===== src/tbd_pkg.sv =====
// tbd_pkg: constants, modes, states and carriers of the trace bucket detector.
// assumes one sample clock shared by producer, detector and trace memory.
package tbd_pkg;

  // ****************************************
  // widths and limits
  // ****************************************
  localparam int SAMPLE_W = 16;
  localparam int POINT_W = 16;
  localparam int SPAN_W = 32;
  localparam int SWEEP_W = 32;
  localparam int FIFO_DEPTH = 8;
  localparam logic [POINT_W-1:0] POINTS_MIN = 16'h0001;
  localparam logic [POINT_W-1:0] POINTS_MAX = 16'h9c41;
  localparam logic [SWEEP_W-1:0] ONE_SEG = 32'h0000_0001;
  localparam logic [SAMPLE_W-1:0] HELD_RESET = 16'h0000;

  // ****************************************
  // enumerations
  // ****************************************
  typedef enum logic [1:0] {
    TBD_SAMPLE = 2'h0,
    TBD_POS_PEAK = 2'h1,
    TBD_NEG_PEAK = 2'h2,
    TBD_NORMAL = 2'h3
  } tbd_mode_t;

  typedef enum logic [1:0] {
    TBD_ST_IDLE = 2'b00,
    TBD_ST_DIV = 2'b01,
    TBD_ST_RUN = 2'b11
  } tbd_state_t;

  // ****************************************
  // carriers
  // ****************************************
  typedef struct packed {
    logic [POINT_W-1:0] index;
    logic [SAMPLE_W-1:0] value;
  } tbd_result_t;

  typedef struct packed {
    tbd_mode_t mode;
    logic [POINT_W-1:0] points;
    logic [SPAN_W-1:0] span;
    logic [SWEEP_W-1:0] sweep_samples;
  } tbd_cfg_t;

  localparam int RESULT_W = $bits(tbd_result_t);

endpackage


===== src/tbd_detector.sv =====
// tbd_detector: reduces envelope samples to one trace value per bucket.
// assumes samples arrive on mclk with valid/ready and trace memory drains results.
//
// Summary of operation
// - bucket frequency width is span divided by trace points minus one, or by one for a single point.
// - bucket samples are sweep samples divided by trace points minus one, or by one for a single point.
// - sample mode keeps only the amplitude at the bucket midpoint.
// - trace points accepted from 1 up to 40001; others refused.
// - positive peak mode outputs the largest sample of each bucket.
// - negative peak mode outputs the smallest sample of each bucket.
// - normal mode tracks max and min; rose and fell means noise.
// - odd noise bucket outputs a maximum, never its minimum.
// - even noise bucket outputs its own minimum.
// - monotonic bucket outputs its maximum whatever the index parity.
// - odd noise bucket outputs larger of own and held previous peak.
// - even noise bucket holds its maximum for the next odd bucket.
`timescale 1ns/10ps
module tbd_detector #(
  parameter int FIFO_DEPTH = tbd_pkg::FIFO_DEPTH
) (
  // clock and reset
  input wire logic mclk,
  input wire logic rst,
  // configuration, taken at sweep_start
  input wire tbd_pkg::tbd_cfg_t cfg,
  input wire logic sweep_start,
  // envelope samples
  input wire logic s_valid,
  input wire logic [tbd_pkg::SAMPLE_W-1:0] s_data,
  output logic s_ready,
  // trace results
  output logic res_valid,
  output tbd_pkg::tbd_result_t res,
  input wire logic res_ready,
  // status
  output logic busy,
  output logic cfg_error,
  output logic sweep_done,
  output logic [tbd_pkg::SWEEP_W-1:0] bucket_samples,
  output logic [tbd_pkg::SPAN_W-1:0] bucket_hz
);

  // ****************************************
  // declarations
  // ****************************************
  localparam int SW = tbd_pkg::SAMPLE_W;
  localparam int PW = tbd_pkg::POINT_W;
  localparam int TW = tbd_pkg::SWEEP_W;

  generate
    if (FIFO_DEPTH < 2)
    begin : g_bad_depth
      $error("tbd_detector: FIFO_DEPTH must be at least 2");
    end
    if (tbd_pkg::SPAN_W != TW)
    begin : g_bad_widths
      $error("tbd_detector: span and sweep widths must match");
    end
  endgenerate

  tbd_pkg::tbd_state_t state;
  tbd_pkg::tbd_state_t next_state;
  tbd_pkg::tbd_mode_t mode;
  logic [PW-1:0] points;
  logic [PW-1:0] bkt_idx;
  logic [TW-1:0] samp_cnt;
  logic [TW-1:0] seg_len;
  logic [SW-1:0] cur_max;
  logic [SW-1:0] cur_min;
  logic [SW-1:0] prev;
  logic [SW-1:0] mid_val;
  logic [SW-1:0] held;
  logic rose;
  logic fell;
  logic div_start;
  logic [TW-1:0] div_divisor;
  logic [TW-1:0] span_q;
  logic [TW-1:0] sweep_q;
  logic sweep_div_done;
  logic fifo_spare;
  logic [TW-1:0] cfg_span;
  logic [TW-1:0] cfg_sweep;
  tbd_pkg::tbd_result_t fifo_in;

  // ****************************************
  // configuration check and bucket sizing
  // ****************************************
  wire pts_ok = (cfg.points >= tbd_pkg::POINTS_MIN)
             && (cfg.points <= tbd_pkg::POINTS_MAX);
  wire start_ok = sweep_start && (state == tbd_pkg::TBD_ST_IDLE) && pts_ok;
  // a single point covers the whole sweep in one interval
  wire [TW-1:0] segments = (cfg.points > tbd_pkg::POINTS_MIN)
                         ? TW'(cfg.points - 1'b1)
                         : tbd_pkg::ONE_SEG;

  tbd_divider #(
    .W(TW)
  ) u_span_div (
    .mclk(mclk),
    .rst(rst),
    .start(div_start),
    .dividend(cfg_span),
    .divisor(div_divisor),
    .busy(),
    .done(),
    .quotient(span_q)
  );

  tbd_divider #(
    .W(TW)
  ) u_sweep_div (
    .mclk(mclk),
    .rst(rst),
    .start(div_start),
    .dividend(cfg_sweep),
    .divisor(div_divisor),
    .busy(),
    .done(sweep_div_done),
    .quotient(sweep_q)
  );

  // ****************************************
  // per-sample datapath
  // ****************************************
  wire take = s_valid && s_ready && (state == tbd_pkg::TBD_ST_RUN);
  wire first = (samp_cnt == '0);
  wire last = (samp_cnt == seg_len - 1'b1);
  wire at_mid = (samp_cnt == (seg_len >> 1));
  wire last_bkt = (bkt_idx == points - 1'b1);
  wire odd = bkt_idx[0];

  wire [SW-1:0] next_max = (first || s_data > cur_max) ? s_data : cur_max;
  wire [SW-1:0] next_min = (first || s_data < cur_min) ? s_data : cur_min;
  wire next_rose = !first && (rose || s_data > prev);
  wire next_fell = !first && (fell || s_data < prev);
  wire noise = next_rose && next_fell;
  wire [SW-1:0] next_mid = at_mid ? s_data : mid_val;

  wire [SW-1:0] odd_peak = (next_max > held) ? next_max : held;
  wire [SW-1:0] noise_val = odd ? odd_peak : next_min;
  wire [SW-1:0] normal_val = noise ? noise_val : next_max;

  wire [SW-1:0] result_val =
      (mode == tbd_pkg::TBD_SAMPLE) ? next_mid :
      (mode == tbd_pkg::TBD_POS_PEAK) ? next_max :
      (mode == tbd_pkg::TBD_NEG_PEAK) ? next_min :
      normal_val;

  wire emit = take && last;
  wire hold_peak = (mode == tbd_pkg::TBD_NORMAL) && noise && !odd;

  assign fifo_in.index = bkt_idx;
  assign fifo_in.value = result_val;

  // ****************************************
  // sequencing
  // ****************************************
  always_comb
  begin
    next_state = state;
    unique case (state)
      tbd_pkg::TBD_ST_IDLE:
      begin
        if (start_ok)
          next_state = tbd_pkg::TBD_ST_DIV;
      end
      tbd_pkg::TBD_ST_DIV:
      begin
        if (sweep_div_done)
          next_state = tbd_pkg::TBD_ST_RUN;
      end
      tbd_pkg::TBD_ST_RUN:
      begin
        if (emit && last_bkt)
          next_state = tbd_pkg::TBD_ST_IDLE;
      end
      default:
        next_state = tbd_pkg::TBD_ST_IDLE;
    endcase
  end

  always_ff @(posedge mclk)
  begin
    if (rst)
      state <= tbd_pkg::TBD_ST_IDLE;
    else
      state <= next_state;
  end

  // latch configuration at sweep start
  always_ff @(posedge mclk)
  begin
    if (rst)
    begin
      mode <= tbd_pkg::TBD_SAMPLE;
      points <= tbd_pkg::POINTS_MIN;
      cfg_span <= '0;
      cfg_sweep <= '0;
      div_divisor <= tbd_pkg::ONE_SEG;
      div_start <= 1'b0;
      cfg_error <= 1'b0;
    end
    else
    begin
      div_start <= start_ok;
      if (sweep_start && state == tbd_pkg::TBD_ST_IDLE)
        cfg_error <= !pts_ok;
      if (start_ok)
      begin
        mode <= cfg.mode;
        points <= cfg.points;
        cfg_span <= cfg.span;
        cfg_sweep <= cfg.sweep_samples;
        div_divisor <= segments;
      end
    end
  end

  // bucket length and reported widths
  always_ff @(posedge mclk)
  begin
    if (rst)
    begin
      seg_len <= tbd_pkg::ONE_SEG;
      bucket_samples <= '0;
      bucket_hz <= '0;
    end
    else if (sweep_div_done)
    begin
      seg_len <= (sweep_q == '0) ? tbd_pkg::ONE_SEG : sweep_q;
      bucket_samples <= sweep_q;
      bucket_hz <= span_q;
    end
  end

  // bucket counters
  always_ff @(posedge mclk)
  begin
    if (rst || start_ok)
    begin
      samp_cnt <= '0;
      bkt_idx <= '0;
    end
    else if (take)
    begin
      samp_cnt <= last ? '0 : samp_cnt + 1'b1;
      if (emit)
        bkt_idx <= bkt_idx + 1'b1;
    end
  end

  // running extremes and direction flags
  always_ff @(posedge mclk)
  begin
    if (rst)
    begin
      cur_max <= '0;
      cur_min <= '0;
      prev <= '0;
      mid_val <= '0;
      rose <= 1'b0;
      fell <= 1'b0;
    end
    else if (take)
    begin
      cur_max <= next_max;
      cur_min <= next_min;
      prev <= s_data;
      mid_val <= next_mid;
      rose <= next_rose;
      fell <= next_fell;
    end
  end

  // remembered peak for the following odd bucket
  always_ff @(posedge mclk)
  begin
    if (rst || start_ok)
      held <= tbd_pkg::HELD_RESET;
    else if (emit)
      held <= hold_peak ? next_max : tbd_pkg::HELD_RESET;
  end

  // ****************************************
  // handshakes and status
  // ****************************************
  always_ff @(posedge mclk)
  begin
    if (rst)
    begin
      s_ready <= 1'b0;
      busy <= 1'b0;
      sweep_done <= 1'b0;
    end
    else
    begin
      s_ready <= (next_state == tbd_pkg::TBD_ST_RUN) && fifo_spare;
      busy <= (next_state != tbd_pkg::TBD_ST_IDLE);
      sweep_done <= emit && last_bkt;
    end
  end

  // ****************************************
  // result buffer
  // ****************************************
  tbd_fifo #(
    .WIDTH(tbd_pkg::RESULT_W),
    .DEPTH(FIFO_DEPTH)
  ) u_fifo (
    .mclk(mclk),
    .rst(rst),
    .in_valid(emit),
    .in_data(fifo_in),
    .in_ready(),
    .spare(fifo_spare),
    .out_valid(res_valid),
    .out_data(res),
    .out_ready(res_ready)
  );

endmodule // tbd_detector


===== src/tbd_divider.sv =====
// tbd_divider: restoring unsigned divider, one quotient bit per clock.
// assumes start is a one-cycle pulse given only while busy is low.
`timescale 1ns/10ps
module tbd_divider #(
  parameter int W = 32
) (
  // clock and reset
  input wire logic mclk,
  input wire logic rst,
  // request
  input wire logic start,
  input wire logic [W-1:0] dividend,
  input wire logic [W-1:0] divisor,
  // answer
  output logic busy,
  output logic done,
  output logic [W-1:0] quotient
);

  localparam int CW = $clog2(W + 1);

  generate
    if (W < 2)
    begin : g_bad_width
      $error("tbd_divider: W must be at least 2");
    end
  endgenerate

  logic [W:0] rem;
  logic [W-1:0] den;
  logic [CW-1:0] cnt;
  wire [W:0] shifted = {rem[W-1:0], quotient[W-1]};
  wire [W:0] trial = shifted - {1'b0, den};
  wire fits = ~trial[W];

  always_ff @(posedge mclk)
  begin
    if (rst)
    begin
      busy <= 1'b0;
      done <= 1'b0;
      rem <= '0;
      den <= '0;
      cnt <= '0;
      quotient <= '0;
    end
    else if (start && !busy)
    begin
      busy <= 1'b1;
      done <= 1'b0;
      rem <= '0;
      den <= divisor;
      cnt <= CW'(W);
      quotient <= dividend;
    end
    else if (busy)
    begin
      rem <= fits ? trial : shifted;
      quotient <= {quotient[W-2:0], fits};
      cnt <= cnt - 1'b1;
      busy <= (cnt != CW'(1));
      done <= (cnt == CW'(1));
    end
    else
    begin
      done <= 1'b0;
    end
  end

endmodule // tbd_divider


===== src/tbd_fifo.sv =====
// tbd_fifo: flip-flop fifo with a registered output stage.
// assumes the reader may stall; spare warns one entry ahead of full.
`timescale 1ns/10ps
module tbd_fifo #(
  parameter int WIDTH = 32,
  parameter int DEPTH = 8
) (
  // clock and reset
  input wire logic mclk,
  input wire logic rst,
  // fill side
  input wire logic in_valid,
  input wire logic [WIDTH-1:0] in_data,
  output logic in_ready,
  output logic spare,
  // drain side
  output logic out_valid,
  output logic [WIDTH-1:0] out_data,
  input wire logic out_ready
);

  localparam int AW = $clog2(DEPTH);
  localparam int CW = $clog2(DEPTH + 1);

  generate
    if (DEPTH < 2 || (1 << AW) != DEPTH || WIDTH < 1)
    begin : g_bad_shape
      $error("tbd_fifo: DEPTH must be a power of two of at least 2");
    end
  endgenerate

  logic [WIDTH-1:0] mem [DEPTH];
  logic [AW-1:0] wr_ptr;
  logic [AW-1:0] rd_ptr;
  logic [CW-1:0] count;

  wire push = in_valid && in_ready;
  wire pop = (count != '0) && (!out_valid || out_ready);
  wire [CW-1:0] next_count = count + CW'(push) - CW'(pop);

  always_ff @(posedge mclk)
  begin
    if (push)
      mem[wr_ptr] <= in_data;
  end

  always_ff @(posedge mclk)
  begin
    if (rst)
    begin
      wr_ptr <= '0;
      rd_ptr <= '0;
      count <= '0;
      in_ready <= 1'b0;
      spare <= 1'b0;
      out_valid <= 1'b0;
      out_data <= '0;
    end
    else
    begin
      wr_ptr <= wr_ptr + AW'(push);
      rd_ptr <= rd_ptr + AW'(pop);
      count <= next_count;
      in_ready <= next_count < CW'(DEPTH);
      spare <= next_count < CW'(DEPTH - 1);
      if (pop)
      begin
        out_valid <= 1'b1;
        out_data <= mem[rd_ptr];
      end
      else if (out_ready)
        out_valid <= 1'b0;
    end
  end

endmodule // tbd_fifo


===== config.mk =====
export PLATFORM = sky130hd
export DESIGN_NAME = tbd_detector
export DESIGN_NICKNAME = d
export VERILOG_FILES = /design/src/tbd_pkg.sv /design/src/tbd_detector.sv /design/src/tbd_divider.sv /design/src/tbd_fifo.sv
export SDC_FILE = /design/constraint.sdc
export NUM_CORES = 2
export LEC_CHECK = 0
export CAP_MARGIN = 20
export CORE_ASPECT_RATIO = 0.75
export CORE_MARGIN = 2
export CORE_UTILIZATION = 60
export DETAILED_ROUTE_END_ITERATION = 7
export DONT_BUFFER_PORTS = 1
export MAX_ROUTING_LAYER = met4
export PLACE_DENSITY = 0.87
export SYNTH_ARGS = -nofsm -noshare
export SYNTH_HDL_FRONTEND = slang
export SYNTH_SLANG_ARGS = --single-unit
export TNS_END_PERCENT = 100

===== constraint.sdc =====
create_clock -name mclk -period 8 [get_ports mclk]
set_clock_uncertainty 0.2 [all_clocks]
set_input_delay 0.8 -clock mclk [delete_from_list [all_inputs] [get_ports mclk]]
set_output_delay 0.8 -clock mclk [all_outputs]
set_load 0.005 [all_outputs]

==> results <==
- The analysis attributes to cell leakage a power of 15.3 nW.
- In the detailed route, the total length drawn on met2 is 44.7 mm.
- For flop-to-flop paths, the worst setup slack is 2.19 ns.
- Of all flip-flops after synthesis, the portion carrying an async set or reset was 0.
- The area of the core region is 65000 um2.
- In this run the post-CTS setup repair buffer count came out at 0.
- The number of H-tree branching levels is 3.
- Routability-driven placement finished with a final weighted congestion of 0.973.
- Summed over all nets, the half-perimeter wirelength after detailed placement is 64.4 mm.
- The final instance count without filler cells is 4859.
- The floorplan has 81 rows.
- Along the worst path, the maximum fanout reaches 14.
- Summed over all layers, the routed wires come to 99.5 mm.
- The initial core utilization is 0.605.
- The number of endpoints with negative hold slack in the final report came to 0.
- The worst flop-to-flop path endpoint is u_fifo.mem[4][6].
- The critical path launch point is cur_max[9].
- The number of nets handed over by synthesis was 4315.
- For this design, the sink count on the clock tree is 810.
- The finished cells cover 42500 um2.
- The placed instance area is 39800 um2.
- The number of buffers on the longest clock path is 3.
- The register area share after synthesis is 0.478.
- The later pin in the worst-skew pair is clocked with a latency of 0.63 ns.
- The max-slew headroom at the worst pin is 0.276.
- The overall power is 10.5 mW.
- Static timing analysis puts the maximum clock frequency at 0.172 GHz.
- The layout overhead on the synthesized area is 8.09%.
- The number of DRC markers after the initial detailed-route iteration is 3177.
- The worst setup path is launched from a register.
- The vertical die dimension is 226 um.
- Of the post-synthesis cell area, the dominant cell type holds 0.282.
- The tool flagged a number of max-cap violations equal to 0.
- Counting every instance in the synthesized netlist gives 4062.
- The flow ran to the end, and the final reports show no timing, DRC or antenna violations.
- Setup violations remaining at the end of the flow were counted as 0.
- Clock-pin slew was measured on the worst setup and hold paths at 0.07 ns.
- The transition time at the pin with the least slew margin is 1.08 ns.
- The area of the die is 67600 um2.
- The TritonCTS clock tree is built.
- In the global route stage, overall resource usage came out at 0.297.
- The number of gates given a new drive strength after cts is 0.
- The final core area utilization is 0.654.
- In the routed layout, each cell is associated on average with a via count of 6.25.
- The global-route wire length before repair is 157 mm.
- The post-placement cell count is 4712.
- The number of unique standard cell types used by synthesis is 85.
- Yosys mapped a number of flops with a built-in enable equal to 256.
- The share of final-layout standard cells stronger than drive strength 1 is 0.0713.
- Power spread over the standard cell area amounts to 247 nW/um2.
- Routed signal wires occupy layers up through met4.
- The startpoint-to-endpoint class of the critical path is reg -> reg.
- For this run, the number of Yosys warnings is 0.
- The type of the worst min-delay path is in -> reg.
- Data arrives at the worst endpoint at 5.95 ns.
- For the worst setup path, the data required time is 8.14 ns.
- The buffer cell driving the clock tree root is clkbuf_16.
- The number of detailed-routing iterations run before antenna repair is 7.
- The end point of the critical path is u_fifo.mem[4][6].
- The synthesized design contains 810 register bits.
- In this run, post-CTS hold repair placed 0 buffers.
- The dominant synthesized flop cell is dfxtp_1.
- The wire length on met1 is 41.6 mm.
- The reg-to-reg startpoint is cur_max[9].
- The number of max-slew violations in the final report was 0.
- The met3 wire length is 9.61 mm.
- The post-route DRC violation count is 0.
- During placement, the flow inserted port buffers numbering 0.
- Sorting the synthesized cells by area gives the leading types as dfxtp_1 (28%), edfxtp_1 (20%), mux2i_1 (5.8%).
- The tightest hold path in the finished design has a slack of 0.101 ns.
- The worst-case IR drop observed on VDD is 0.181 mV.
- The cell type with the largest total area after synthesis is dfxtp_1.
- The post-place setup slack is 1.95 ns.
- The number of antenna violations at the first check in global routing came to 4.
- Summed over all failing endpoints, the final setup total negative slack is 0 ns.
- The kind of capture point of the worst setup path is a register.
- The via count of the first global-routing pass came to 28776.
- The post-detailed-route wirelength per cell is 20.5 um.
- The depth of the most critical reg-to-reg path is 22.
- After layout, the worst setup slack is 2.19 ns.
- The layout net count is 4175.
- The x dimension of the die is 300 um.
- The total overflow left after global routing is 0.
- In this run the count of I/O pins placed on the die edge is 204.
- The average instance in the mapped netlist occupies 9.67 um2.
- The final critical path time including I/O delays and setup is 5.81 ns.
- The pin count of the biggest net entering global routing is 398.
- In this run the cell area of the synthesized design comes to 39300 um2.
- The final antenna-violating net count is 0.
- Setup repair after global routing left no endpoint under its margin.
- In the finished design, the share of the clock period the worst path needs comes to 0.726.
- The CTS buffer count is 77.
- The detailed router placed 30355 vias in this run.
cells in the final DEF, fill, tap and decap left out, drive strengths merged, types with 81 or more instances in the layout:
master,instances
dfxtp,554
nand2b,84
o21ai,166
edfxtp,256
nor2,402
ha,147
xor2,87
mux2i,226
clkbuf,111
nand3,81
a21oi,402
inv,179
nand2,415
xnor2,108
flip-flops by register name, summed over array words and instances, names as in the netlist, 16 cells and up:
register              count
u_sweep_div.rem          32
bucket_hz                32
u_span_div.quotient      32
div_divisor              17
bucket_samples           32
cfg_span                 32
cur_min                  16
u_span_div.den           17
seg_len                  32
bkt_idx                  16
u_span_div.rem           32
u_sweep_div.den          17
u_fifo.mem              256
cur_max                  16
samp_cnt                 32
u_sweep_div.quotient     32
points                   16
mid_val                  16
u_fifo.out_data          32
cfg_sweep                32
prev                     16
held                     16
worst min path at each step:
| stage | startpoint | endpoint | slack, ns | cells after the start |
|---|---|---|---|---|
| final | s_data[7] | prev[7] | 0.10 | 2 |
| after global routing | s_data[7] | prev[7] | 0.09 | 2 |
| after CTS | s_data[7] | prev[7] | 0.08 | 2 |
| after detailed placement | prev[11] | prev[11] | 0.25 | 2 |
| after global placement | mid_val[8] | mid_val[8] | 0.24 | 2 |
| after floorplan | u_fifo.spare | s_ready | 0.21 | 1 |
where the power goes:
group	total, mW	switching (mW)	leakage [nW]	internal (mW)
clock	3.81	1.65	1.29	2.16
sequential	4.56	0.159	7.03	4.40
combinational	2.12	1.19	7.03	0.930
critical path: stages, from the launching register on:
cell      delay, ns
dfxtp_1        0.32
inv_1          0.05
ha_1           0.29
a21o_1         0.18
a21o_1         0.16
a21o_1         0.17
a211oi_1       0.27
o211ai_1       0.13
a21oi_1        0.19
buf_4          0.25
mux2i_1        0.39
inv_1          0.11
ha_1           0.29
nor2b_1        0.13
o21a_1         0.16
o21a_1         0.16
o21ai_0        0.15
a21oi_1        0.08
o31a_1         0.31
o211a_1        0.40
o21ai_0        0.34
a31oi_1        0.16
o211ai_1       0.62
area by class of cell:
| cell class | count | area, um2 |
|---|---|---|
| Fill cell | 4832 | 22500 |
| Multi-Input combinational cell | 2818 | 18900 |
| Sequential cell | 810 | 18800 |
| Clock buffer | 111 | 2270 |
| Tap cell | 871 | 1090 |
| Inverter | 174 | 653 |
| Clock inverter | 31 | 377 |
| Timing Repair Buffer | 41 | 348 |
| Antenna cell | 3 | 7.51 |
synth_stat cells, types with 7 or more instances:
cell,number
mux2i_1,226
nand3_1,81
nor2_1,402
a211oi_1,79
o31ai_1,24
clkbuf_1,207
a21oi_1,402
and2_1,14
inv_1,174
o21bai_1,12
and4_1,7
edfxtp_1,256
xnor2_1,108
buf_1,47
nand4_1,49
or4_1,17
nand3b_1,10
a211o_1,11
dfxtp_1,554
nor2b_1,19
o21ai_0,165
nor3_1,48
nand2_1,414
o21a_1,23
or3_1,12
and3_1,31
nor3b_1,12
nand4b_1,11
xor2_1,87
nor4_1,37
mux2_2,18
ha_1,147
a21o_1,40
o211ai_1,25
a31oi_1,25
mux4_2,64
o2bb2ai_1,8
nand2b_1,84
per-layer routing:
metal	up-vias	global-route usage
met3	249	0.0598
met4	0	0.107
met1	14409	0.397
met2	1493	0.452
met5	-	-
li1	14204	-
kinds of logic (layout without fill, tap and decap cells):
kind of cell | after synthesis | in the layout | share of synthesized area
fa+ha+maj | 150 | 150 | 0.0483
simple gates | 1275 | 1275 | 0.152
other cells | 0 | 3 | 0
buf+inv | 434 | 357 | 0.0424
mux | 308 | 308 | 0.0994
flops | 810 | 810 | 0.478
compound gates | 890 | 890 | 0.137
xor+xnor | 195 | 195 | 0.0435
Power figures use the tool's default switching activity.
